$ cat config.mk
export PLATFORM = sky130hd
export DESIGN_NAME = pmc_misc_status
export DESIGN_NICKNAME = d
export VERILOG_FILES = /design/src/include/pmc_pkg.sv /design/src/hw/pmc_misc_status.sv
export VERILOG_INCLUDE_DIRS = /design/src /design/src/include
export SDC_FILE = /design/constraint.sdc
export NUM_CORES = 1
export LEC_CHECK = 0
export ABC_CLOCK_PERIOD_IN_PS = 1400
export BUFFER_PORTS_ARGS = -buffer_cell sky130_fd_sc_hd__buf_4
export CAP_MARGIN = 20
export CORE_ASPECT_RATIO = 1.1
export CORE_MARGIN = 2
export CORE_UTILIZATION = 45
export CTS_CLUSTER_SIZE = 28
export DETAILED_ROUTE_END_ITERATION = 8
export PLACE_DENSITY = 0.84
export SLEW_MARGIN = 10
export SYNTH_ARGS = -nofsm -noshare
export SYNTH_HDL_FRONTEND = slang
export SYNTH_SLANG_ARGS = --single-unit
$ cat constraint.sdc
create_clock -name clk_sys -period 1.4 [get_ports clk_sys]
set_input_delay 0.28 -clock clk_sys [delete_from_list [all_inputs] [get_ports clk_sys]]
set_output_delay 0.28 -clock clk_sys [all_outputs]
set_load 0.05 [all_outputs]
$ cat src/include/pmc_map.svh
// Register offsets, field positions, reset values of the misc/status block
`ifndef PMC_MAP_SVH
`define PMC_MAP_SVH

// ************************************************************
// Register offsets
// ************************************************************
`define PMC_ADDR_W 8
`define PMC_CTRL_ADDR 8'h30
`define PMC_STAT_ADDR 8'h32
`define PMC_IRQ_STAT_ADDR 8'h3c
`define PMC_IRQ_MASK_ADDR 8'h3e

// ************************************************************
// Control register fields
// ************************************************************
`define PMC_CTRL_WREN 15
`define PMC_CTRL_SEL18_HI 14
`define PMC_CTRL_SEL18_LO 12
`define PMC_CTRL_PKT_RX 11
`define PMC_CTRL_FORCE_XOVER 9
`define PMC_CTRL_WIRESPEED 4
`define PMC_CTRL_ALL_PHY 3
`define PMC_CTRL_STORE_LO 3
`define PMC_CTRL_RESET 12'h002
`define PMC_SHADOW_MISC 3'h7
`define PMC_SHADOW_SEL_RESET 3'h7
`define PMC_BCAST_PHY 5'h00

// ************************************************************
// Status register fields
// ************************************************************
`define PMC_ST_AN_DONE 15
`define PMC_ST_ENTRY_HI 14
`define PMC_ST_ENTRY_LO 11
`define PMC_ST_MODE_HI 10
`define PMC_ST_MODE_LO 8
`define PMC_ST_PFAULT 7
`define PMC_ST_RFAULT 6
`define PMC_ST_PAGE 5
`define PMC_ST_LP_AN 4
`define PMC_ST_LP_NP 3
`define PMC_ST_LINK 2
`define PMC_ST_PAUSE_RX 1
`define PMC_ST_PAUSE_TX 0

// ************************************************************
// Interrupt fields
// ************************************************************
`define PMC_IRQ_W 7
`define PMC_IRQ_PFAULT 4
`define PMC_IRQ_PAGE 5
`define PMC_IRQ_LINK 6
`define PMC_IRQ_MASK_RESET 7'h00

`endif

$ cat src/include/pmc_pkg.sv
// Types shared by the misc control and aux status block
package pmc_pkg;

  // ************************************************************
  // Status sources from the PHY core
  // ************************************************************
  typedef struct packed {
    logic anEnabled;
    logic anComplete;
    logic [3:0] anState;
    logic [2:0] highestCommonMode;
    logic [2:0] manualMode;
    logic parallelFault;
    logic remoteFault;
    logic pageReceived;
    logic lpAnAble;
    logic lpNextPage;
    logic linkUp;
    logic pauseRx;
    logic pauseTx;
  } pmc_link_status_t;

  // ************************************************************
  // Control outputs to the PHY core
  // ************************************************************
  typedef struct packed {
    logic [2:0] readShadowSel;
    logic countRxPackets;
    logic autoCrossoverEn;
    logic wireSpeedEn;
    logic allPhyAddrEn;
  } pmc_ctrl_t;

endpackage : pmc_pkg

$ cat src/hw/pmc_misc_status.sv
// Misc control shadow register and aux status summary register
//
// Overview of operation
// - Bit 15 self-clears; selects full or partial write
// - Bits 14:12 pick shadow for 18h read
// - Bit 11: 1 counts receive, 0 transmit
// - Bit 9 keeps crossover automatic without negotiation
// - Bit 4 enables wire-speed feature, resets one
// - Bit 3 also accepts writes to address zero
// - Low three bits select shadow; reads 111
// - Status 15 shows negotiation complete
// - Bits 14:11 latch arbitration state entries
// - Bits 10:8 encode resolved speed and duplex
// - Mode shows manual choice without negotiation
// - Bit 7 latches parallel detection fault
// - Bit 6 shows partner remote fault
// - Bit 5 latches new page received
// - Bits 4,3 show partner negotiation abilities
// - Bit 2 shows link pass state
// - Bits 1,0 show resolved pause directions
//
// Design decision made here: the address-and-strobe port.
`timescale 1ns/1ps
`include "pmc_map.svh"

module pmc_misc_status (
  // Clock and reset
  input wire logic clk_sys,
  input wire logic rst_b,
  // Register port
  input wire logic [`PMC_ADDR_W-1:0] addr,
  input wire logic [15:0] wrData,
  input wire logic wrEn,
  input wire logic rdEn,
  output logic [15:0] rdData,
  // Management address check
  input wire logic [4:0] mgmtPhyAddr,
  input wire logic [4:0] ownPhyAddr,
  output logic mgmtWriteAccept,
  // PHY core status and control
  input wire pmc_pkg::pmc_link_status_t linkStatus,
  output pmc_pkg::pmc_ctrl_t ctrlOut,
  // Interrupt
  output logic irq
);

  // ************************************************************
  // Helpers
  // ************************************************************
  function automatic logic [11:0] mergeCtrl(
    input logic [11:0] old,
    input logic [15:0] wd
  );
    logic [11:0] res;
    res = old;
    if (wd[`PMC_CTRL_WREN]) begin
      res = wd[14:3];
    end else begin
      res[11:9] = wd[14:12];
    end
    return res;
  endfunction : mergeCtrl

  function automatic logic [2:0] resolvedMode(
    input pmc_pkg::pmc_link_status_t s
  );
    // Negotiated value already reads 000 until a common mode exists
    return s.anEnabled ? s.highestCommonMode : s.manualMode;
  endfunction : resolvedMode

  // ************************************************************
  // Access decode
  // ************************************************************
  logic wrCtrl;
  logic wrMisc;
  logic rdStat;
  logic rdIrqStat;
  logic wrIrqMask;

  assign wrCtrl = wrEn && (addr == `PMC_CTRL_ADDR);
  // Only the misc control shadow lives here; other shadows elsewhere
  assign wrMisc = wrCtrl && (wrData[2:0] == `PMC_SHADOW_MISC);
  assign rdStat = rdEn && (addr == `PMC_STAT_ADDR);
  assign rdIrqStat = rdEn && (addr == `PMC_IRQ_STAT_ADDR);
  assign wrIrqMask = wrEn && (addr == `PMC_IRQ_MASK_ADDR);

  // ************************************************************
  // Control register
  // ************************************************************
  logic [11:0] ctrl;
  logic [11:0] next_ctrl;
  logic [2:0] shadowSel;
  logic [2:0] next_shadowSel;

  always_comb begin
    next_ctrl = ctrl;
    next_shadowSel = shadowSel;
    if (wrCtrl) begin
      next_shadowSel = wrData[2:0];
    end
    if (wrMisc) begin
      next_ctrl = mergeCtrl(ctrl, wrData);
    end
  end

  always_ff @(posedge clk_sys or negedge rst_b) begin
    if (!rst_b) begin
      ctrl <= `PMC_CTRL_RESET;
      shadowSel <= `PMC_SHADOW_SEL_RESET;
    end else begin
      ctrl <= next_ctrl;
      shadowSel <= next_shadowSel;
    end
  end

  logic [15:0] ctrlWord;
  // Write-enable bit never stores, so it always reads back 0
  assign ctrlWord = {1'b0, ctrl, `PMC_SHADOW_MISC};

  always_comb begin
    ctrlOut.readShadowSel =
      ctrlWord[`PMC_CTRL_SEL18_HI:`PMC_CTRL_SEL18_LO];
    ctrlOut.countRxPackets = ctrlWord[`PMC_CTRL_PKT_RX];
    ctrlOut.autoCrossoverEn = linkStatus.anEnabled
      || ctrlWord[`PMC_CTRL_FORCE_XOVER];
    ctrlOut.wireSpeedEn = ctrlWord[`PMC_CTRL_WIRESPEED];
    ctrlOut.allPhyAddrEn = ctrlWord[`PMC_CTRL_ALL_PHY];
  end

  assign mgmtWriteAccept = (mgmtPhyAddr == ownPhyAddr)
    || (ctrlWord[`PMC_CTRL_ALL_PHY]
        && (mgmtPhyAddr == `PMC_BCAST_PHY));

  // ************************************************************
  // Status latches
  // ************************************************************
  // Order: [5:2] state entries for bits 14:11, [1] fault, [0] page
  logic [5:0] latchLevel;
  logic [5:0] stLatch;
  logic [5:0] next_stLatch;

  assign latchLevel = {linkStatus.anState, linkStatus.parallelFault,
    linkStatus.pageReceived};

  always_comb begin
    // A read keeps a bit whose cause is still present, so set wins
    if (rdStat) begin
      next_stLatch = latchLevel;
    end else begin
      next_stLatch = stLatch | latchLevel;
    end
  end

  always_ff @(posedge clk_sys or negedge rst_b) begin
    if (!rst_b) begin
      stLatch <= 6'h00;
    end else begin
      stLatch <= next_stLatch;
    end
  end

  logic [15:0] statWord;
  always_comb begin
    statWord = 16'h0000;
    statWord[`PMC_ST_AN_DONE] = linkStatus.anComplete;
    statWord[`PMC_ST_ENTRY_HI:`PMC_ST_ENTRY_LO] = stLatch[5:2];
    statWord[`PMC_ST_MODE_HI:`PMC_ST_MODE_LO] =
      resolvedMode(linkStatus);
    statWord[`PMC_ST_PFAULT] = stLatch[1];
    statWord[`PMC_ST_RFAULT] = linkStatus.remoteFault;
    statWord[`PMC_ST_PAGE] = stLatch[0];
    statWord[`PMC_ST_LP_AN] = linkStatus.lpAnAble;
    statWord[`PMC_ST_LP_NP] = linkStatus.lpNextPage;
    statWord[`PMC_ST_LINK] = linkStatus.linkUp;
    statWord[`PMC_ST_PAUSE_RX] = linkStatus.pauseRx;
    statWord[`PMC_ST_PAUSE_TX] = linkStatus.pauseTx;
  end

  // ************************************************************
  // Interrupt status and mask
  // ************************************************************
  logic [5:0] prevLevel;
  logic prevLink;
  logic [`PMC_IRQ_W-1:0] irqEvent;
  logic [`PMC_IRQ_W-1:0] irqStat;
  logic [`PMC_IRQ_W-1:0] next_irqStat;
  logic [`PMC_IRQ_W-1:0] irqMask;
  logic [`PMC_IRQ_W-1:0] next_irqMask;

  // Rising edges only, so a held condition raises one interrupt
  logic [5:0] levelRise;
  assign levelRise = latchLevel & ~prevLevel;

  always_comb begin
    irqEvent = 7'h00;
    irqEvent[3:0] = levelRise[5:2];
    irqEvent[`PMC_IRQ_PFAULT] = levelRise[1];
    irqEvent[`PMC_IRQ_PAGE] = levelRise[0];
    irqEvent[`PMC_IRQ_LINK] = prevLink != linkStatus.linkUp;
  end

  always_comb begin
    next_irqMask = irqMask;
    if (wrIrqMask) begin
      next_irqMask = wrData[`PMC_IRQ_W-1:0];
    end
    if (rdIrqStat) begin
      next_irqStat = irqEvent;
    end else begin
      next_irqStat = irqStat | irqEvent;
    end
  end

  always_ff @(posedge clk_sys or negedge rst_b) begin
    if (!rst_b) begin
      prevLevel <= 6'h00;
      prevLink <= 1'b0;
      irqStat <= 7'h00;
      irqMask <= `PMC_IRQ_MASK_RESET;
    end else begin
      prevLevel <= latchLevel;
      prevLink <= linkStatus.linkUp;
      irqStat <= next_irqStat;
      irqMask <= next_irqMask;
    end
  end

  assign irq = |(irqStat & irqMask);

  // ************************************************************
  // Read data
  // ************************************************************
  logic [15:0] next_rdData;

  always_comb begin
    next_rdData = 16'h0000;
    if (rdEn) begin
      case (addr)
        `PMC_CTRL_ADDR: begin
          // Unimplemented shadows read as zero
          if (shadowSel == `PMC_SHADOW_MISC) begin
            next_rdData = ctrlWord;
          end
        end
        `PMC_STAT_ADDR: begin
          next_rdData = statWord;
        end
        `PMC_IRQ_STAT_ADDR: begin
          next_rdData = {9'h000, irqStat};
        end
        `PMC_IRQ_MASK_ADDR: begin
          next_rdData = {9'h000, irqMask};
        end
        default: begin
          next_rdData = 16'h0000;
        end
      endcase
    end
  end

  always_ff @(posedge clk_sys or negedge rst_b) begin
    if (!rst_b) begin
      rdData <= 16'h0000;
    end else begin
      rdData <= next_rdData;
    end
  end
endmodule : pmc_misc_status

**Word level (Yosys, flattened, before mapping)**

Cells that the tools add are included.

- Eq/ne operators: 8
- Mux-type cells: 6
- Bitwise operators: 5
- Reduce and logical (&&, ||, !) cells: 11

Operators with widths:

| kind | number |
|---|---|
| case mux 16 bit (4 select lines) | 1 |
| equality test 8 x 6 -> 1 bit, second input constant | 4 |
| 2-to-1 mux 16 bit | 1 |
| 2-to-1 mux 15 bit | 1 |
| AND 7 bit | 1 |
| 2-to-1 mux 7 bit | 1 |
| bitwise OR 7 bit | 1 |
| OR reduction 7 bit | 1 |
| AND 6 bit | 1 |
| equality test 3 bit, second input constant | 2 |
| logical AND 1 bit | 6 |
| 2-to-1 mux 6 bit | 1 |
| inverter 6 bit | 1 |
| bitwise OR 6 bit | 1 |
| equality test 5 bit | 1 |
| logical NOT 5 bit | 1 |
| 2-to-1 mux 3 bit | 1 |
| logical OR 1 bit | 2 |
| AND reduction 2 bit | 1 |
| inequality test 1 bit | 1 |

- Bits in registers: 58
- Bits of input ports: 58
- Output and inout port bits: 25
- Logic and storage cells: 39

**Longest topological paths before layout**

- Depth after elaboration: 4
- Mapped depth: 5
- Depth with buffers taken out: 4

**Worst setup path after synthesis**

OpenSTA, ideal clock, no wires.

- Path kind: input-to-output
- Start point: in ownPhyAddr[4]
- End point: out mgmtWriteAccept
- Arrival time: 1.718 ns
- Required time: 1.120 ns
- Slack: -0.598 ns
- Cell stages on the path: 3
- Buffers on the path: 0
- Cell sequence: xnor2_1 nand3_1 o31ai_1

- Longest elaborated chain between the ends: 2

RTL lines:

| what | line | source |
|---|---|---|
| start: declaration | pmc_misc_status.sv:38 | `input wire logic [4:0] ownPhyAddr,` |
| equality test 5 bit | pmc_misc_status.sv:130 | `assign mgmtWriteAccept = (mgmtPhyAddr == ownPhyAddr)` |
| logical OR 1 bit | pmc_misc_status.sv:130 |  |
| end: declaration | pmc_misc_status.sv:39 | `output logic mgmtWriteAccept,` |

Every way passes these cells.

**Worst setup path after layout**

- Start point: reg irqStat[4]
- End point: out irq

- Longest elaborated chain between the ends: 2

RTL lines:

| what | line | source |
|---|---|---|
| start: declaration | pmc_misc_status.sv:185 | `` logic [`PMC_IRQ_W-1:0] irqStat; `` |
| start signal: assignment | pmc_misc_status.sv:223 | `irqStat <= next_irqStat;` |
| AND 7 bit | pmc_misc_status.sv:228 | `assign irq = \|(irqStat & irqMask);` |
| OR reduction 7 bit | pmc_misc_status.sv:228 |  |
| end: declaration | pmc_misc_status.sv:44 | `output logic irq` |

Every way passes these cells.

==> metrics list <==
* Total number of clock tree sinks: 58
- The number of antenna diodes in the final layout is 0.
* Final Hold Viols: 0
- Layout cells sized above 1: 59.8%
* Number of antenna violations at the first check in global routing: 0
- Number of buffers inserted during clock tree synthesis: 9
- Measured along the y axis, the die boundary spans 82.3 um.
* Launch instance of the worst register-to-register path: shadowSel[1]$_DFFE_PN1P_
* Die area: 6180 um^2
- The design draws 3.74 mW.
* Static leakage power: 1.90 nW
- Synthesis instantiated 36 different standard cells from the library.
* Layout Cells excl Fill: 398
* Sequential fraction of design power: 46.2%
- Via-to-Cell Ratio: 5.43
- Of all nets on the critical path, the largest fanout is 2.
* End of the worst hold path: prevLevel[2]$_DFF_PN0_
- At the worst endpoint, the required time is 1120 ps.
* #FFs+latches synth: 58
* Final core occ: 72.9%
- Input/output buffers: 82
- The final layout contains routed wiring with a total length of 7240 um.
- Final worst setup slack: -400 ps
* Effective utilization at floorplan: 46.7%
* CTS tree: built
- Largest family of logic cells by synthesized area: compound AO/OA/AOI/OAI gates
- Global route overflow: 0
- Pin placement for this block handled 83 I/O pins.
- Max capacitance violation total: 0
- Mux share of post-synthesis cell area: 10.8%
- Switching portion of total power: 22.5%
- The flow ran to the end, but the final reports show violations.
- For flop-to-flop paths, the worst setup slack is -170 ps.
- Compared with the post-synthesis result, the final layout area differs by 56.1%.
- Final-report max-slew violation count: 0
* Number of cell rows: 28
- The Yosys step of the flow raised 0 warnings.
- Subtracting the final worst setup slack from the clock period gives 1800 ps.
- Drc violations: 0
- Post-synthesis sequential area ratio: 58.1%
- Entering global routing, the biggest net connects 30 pins.
* Number of global-route vias before repair: 2,130
- Summed instance area of the synthesized netlist: 2500 um^2
- The detailed router placed 2,160 vias in this run.
- The synthesized design contains 0 enable-type register cells.
- # setup viols final: 21
- Total power divided by cell area: 957 nW/um^2
* Simple logic cell fraction of the synthesized area: 11.6%
- In this run, the number of DRC markers left after iteration 0 of detailed routing was 194.
* Cell taking the most area after synthesis: sky130_fd_sc_hd__dfrtp_1
- The worst setup path is of the flip-flop to output pin kind.
- After technology mapping, the gate count stands at 199.
* Peak clock frequency supported by timing: 555 MHz
- Chip Width: 75.1 um
- Setup repair after global routing could not meet its margin everywhere.
- Global-route wire length before repair: 10,200 um
- STA classifies the critical path startpoint as a flip-flop.
* Clock root cell: sky130_fd_sc_hd__clkbuf_8
- Measured in cells, the most critical reg-to-reg path has a length of 6.
- The worst hold path belongs to the class input port to flip-flop.
* Fraction of synthesized cell area taken by the top area cell type: 53.9%
- The worst path uses 129% of the clock period.
* Violations in the final reports: negative setup slack
- The pre-antenna-repair detailed-routing pass consisted of 5 iterations.
- Synthesis produced a netlist with a net count of 257.
- Max H-tree Level: 3
* Syn Area/Cell: 12.6 um^2
- Logic gate share of total power: 11.8%
- Clock transition at the registers of the reported paths: 60 ps
- Final routed wire length divided by cell count: 18.2 um
- Placed cells: 372
- Estimated wirelength of the detail-placed design: 4640 um
- In this run the standard cell core region covers 5360 um^2.
- Final net count: 377
* Adder and majority gate portion of the synthesized area: 0%
- Of the total synthesized cell area, the portion taken by XOR and XNOR cells is 2.10%.
- Least-Margin Pin Slew: 380 ps
- Clock latency on the worst-skew pair: 340 ps
- In this run the tightest slew margin relative to its limit is 74.7%.
- Net switching power: 843 uW
- At the worst endpoint, the arrival time is 1520 ps.
- P_int: 2.90 mW
* Routed Antenna Nets: 0
* VDD IR-drop max: 0.589 mV
- STA classifies the critical path endpoint as an output pin.
- CTS max path bufs: 2
- Worst setup slack before clock tree synthesis: -447 ps
- Top_reg_cell synth: sky130_fd_sc_hd__dfrtp_1
* Async SR Flop Fraction: 100%
- Worst reg2reg endpoint: rdData[11]$_DFF_PN0_
* Global Route Usage Sum: 23.2%
- Clock Skew: 9.19 ps
* Cell types occupying the most area after synthesis: sky130_fd_sc_hd__dfrtp_1 (54%), sky130_fd_sc_hd__mux2_2 (11%), sky130_fd_sc_hd__a22o_1 (4.5%), sky130_fd_sc_hd__dfstp_2 (4.2%), sky130_fd_sc_hd__a22oi_1 (3.0%)
- Startpoint of the most critical hold path: linkStatus[14]
- The synthesized netlist devotes 13.8% of its cell area to compound gates.
- The clock network accounts for 42.1% of the total power.
- Final GP Congestion: 0.835
- Number of cells traversed by the worst hold path: 1
-- area by class of cell --
cell class | count | area [um^2]
Fill cell | 372 | 1450
Clock inverter | 2 | 35.0
Multi-Input combinational cell | 125 | 1160
Tap cell | 75 | 93.8
Inverter | 7 | 26.3
Clock buffer | 13 | 169
Timing Repair Buffer | 118 | 973
Sequential cell | 58 | 1460
-- metrics by stage --
| stage | TNS, ps | instance area, um^2 | hold slack, ps |
|---|---|---|---|
| 4_1_cts | -2280 | 3760 | 63.2 |
| 3_5_place_dp | -13850 | 3380 | 221 |
| 6_report | -2070 | 3910 | 69.7 |
| 5_1_grt | -3410 | 3910 | 62.6 |
| 3_3_place_gp | -12650 | 3380 | 218 |
| 2_1_floorplan | -6370 | 2520 | -15.6 |
-- worst max path at each step --
| stage | start | end | slack [ps] | cells after the start |
|---|---|---|---|---|
| after floorplan | addr[1] | ctrl[0]$_DFFE_PN0P_ | -230 | 4 |
| after global placement | addr[1] | ctrl[0]$_DFFE_PN0P_ | -430 | 5 |
| after detailed placement | addr[1] | ctrl[6]$_DFFE_PN0P_ | -450 | 5 |
| after CTS | irqStat[4]$_DFF_PN0_ | irq | -310 | 3 |
| after global routing | irqStat[4]$_DFF_PN0_ | irq | -410 | 3 |
| final | irqStat[4]$_DFF_PN0_ | irq | -400 | 3 |
-- synthesized netlist by cell type, drive strengths merged, types with 3 or more instances --
cell type / n
mux2: 24
a21oi: 4
nand3: 4
buf: 8
dfstp: 4
a22o: 13
a21o: 7
a31oi: 3
xor2: 3
nor2: 12
nand2: 18
a22oi: 10
inv: 7
nor3: 3
dfrtp: 54
xnor2: 3
a32oi: 4
-- critical path, cell delays in order, from the launching register on --
cell                       delay [ps]
sky130_fd_sc_hd__dfrtp_1          400
sky130_fd_sc_hd__a222oi_1         400
sky130_fd_sc_hd__nand3_1          190
sky130_fd_sc_hd__buf_6            200
-- state kept, by name (all words and copies together), names as in the netlist --
| register | cells |
|---|---|
| prevLink | 1 |
| shadowSel | 3 |
| irqStat | 7 |
| rdData | 16 |
| prevLevel | 6 |
| ctrl | 12 |
| irqMask | 7 |
| stLatch | 6 |
-- placed cells by master, fill, tap and decap left out, types with 3 or more instances in the layout --
master                       n
sky130_fd_sc_hd__buf_4     101
sky130_fd_sc_hd__dfrtp_1    54
sky130_fd_sc_hd__mux2_2     21
sky130_fd_sc_hd__a22o_1     13
sky130_fd_sc_hd__nand2_1    13
sky130_fd_sc_hd__nor2_1     12
sky130_fd_sc_hd__clkbuf_8   12
sky130_fd_sc_hd__buf_6      12
sky130_fd_sc_hd__a22oi_2     8
sky130_fd_sc_hd__inv_1       7
sky130_fd_sc_hd__a21o_1      7
sky130_fd_sc_hd__nand2_4     5
sky130_fd_sc_hd__a32oi_1     4
sky130_fd_sc_hd__a21oi_2     4
sky130_fd_sc_hd__dfstp_2     4
sky130_fd_sc_hd__nand3_1     3
sky130_fd_sc_hd__xnor2_2     3
sky130_fd_sc_hd__xor2_1      3
sky130_fd_sc_hd__mux2_4      3
-- per-layer routing --
layer,GRT usage [%],vias to the layer above,share of wire (%)
met5,0,-,0
met4,13.2,0,4.8
met3,4.61,31,7.6
met2,38.9,121,50
met1,27.7,1038,38
li1,-,970,-
-- what timing repair did --
action | in CTS | in global routing
pin swaps | 14 | 29
resized for setup | 25 | 28
cloned | 2 | 0
endpoints found under the setup margin | 29 | 38
hold buffers | 1 | 0
setup buffers | 5 | 4
hold endpoints to repair | 24 | 0
-- power groups by stage --
| stage | clock network (mW) | logic [mW] | registers (mW) |
|---|---|---|---|
| finish | 1.57 | 0.440 | 1.73 |
| global route | 1.65 | 0.471 | 1.73 |
| CTS | 1.58 | 0.413 | 1.73 |
| detailed placement | 0 | 0.386 | 1.76 |
| global placement | 0 | 0.378 | 1.75 |
| floorplan | 0 | 0.133 | 1.75 |
-- logic make-up after synthesis --
group / count (synthesis)
mux: 24
flops: 58
simple gates: 49
xor+xnor: 6
buf+inv: 17
compound gates: 45
Note: power is estimated with default switching activity, not from simulation.
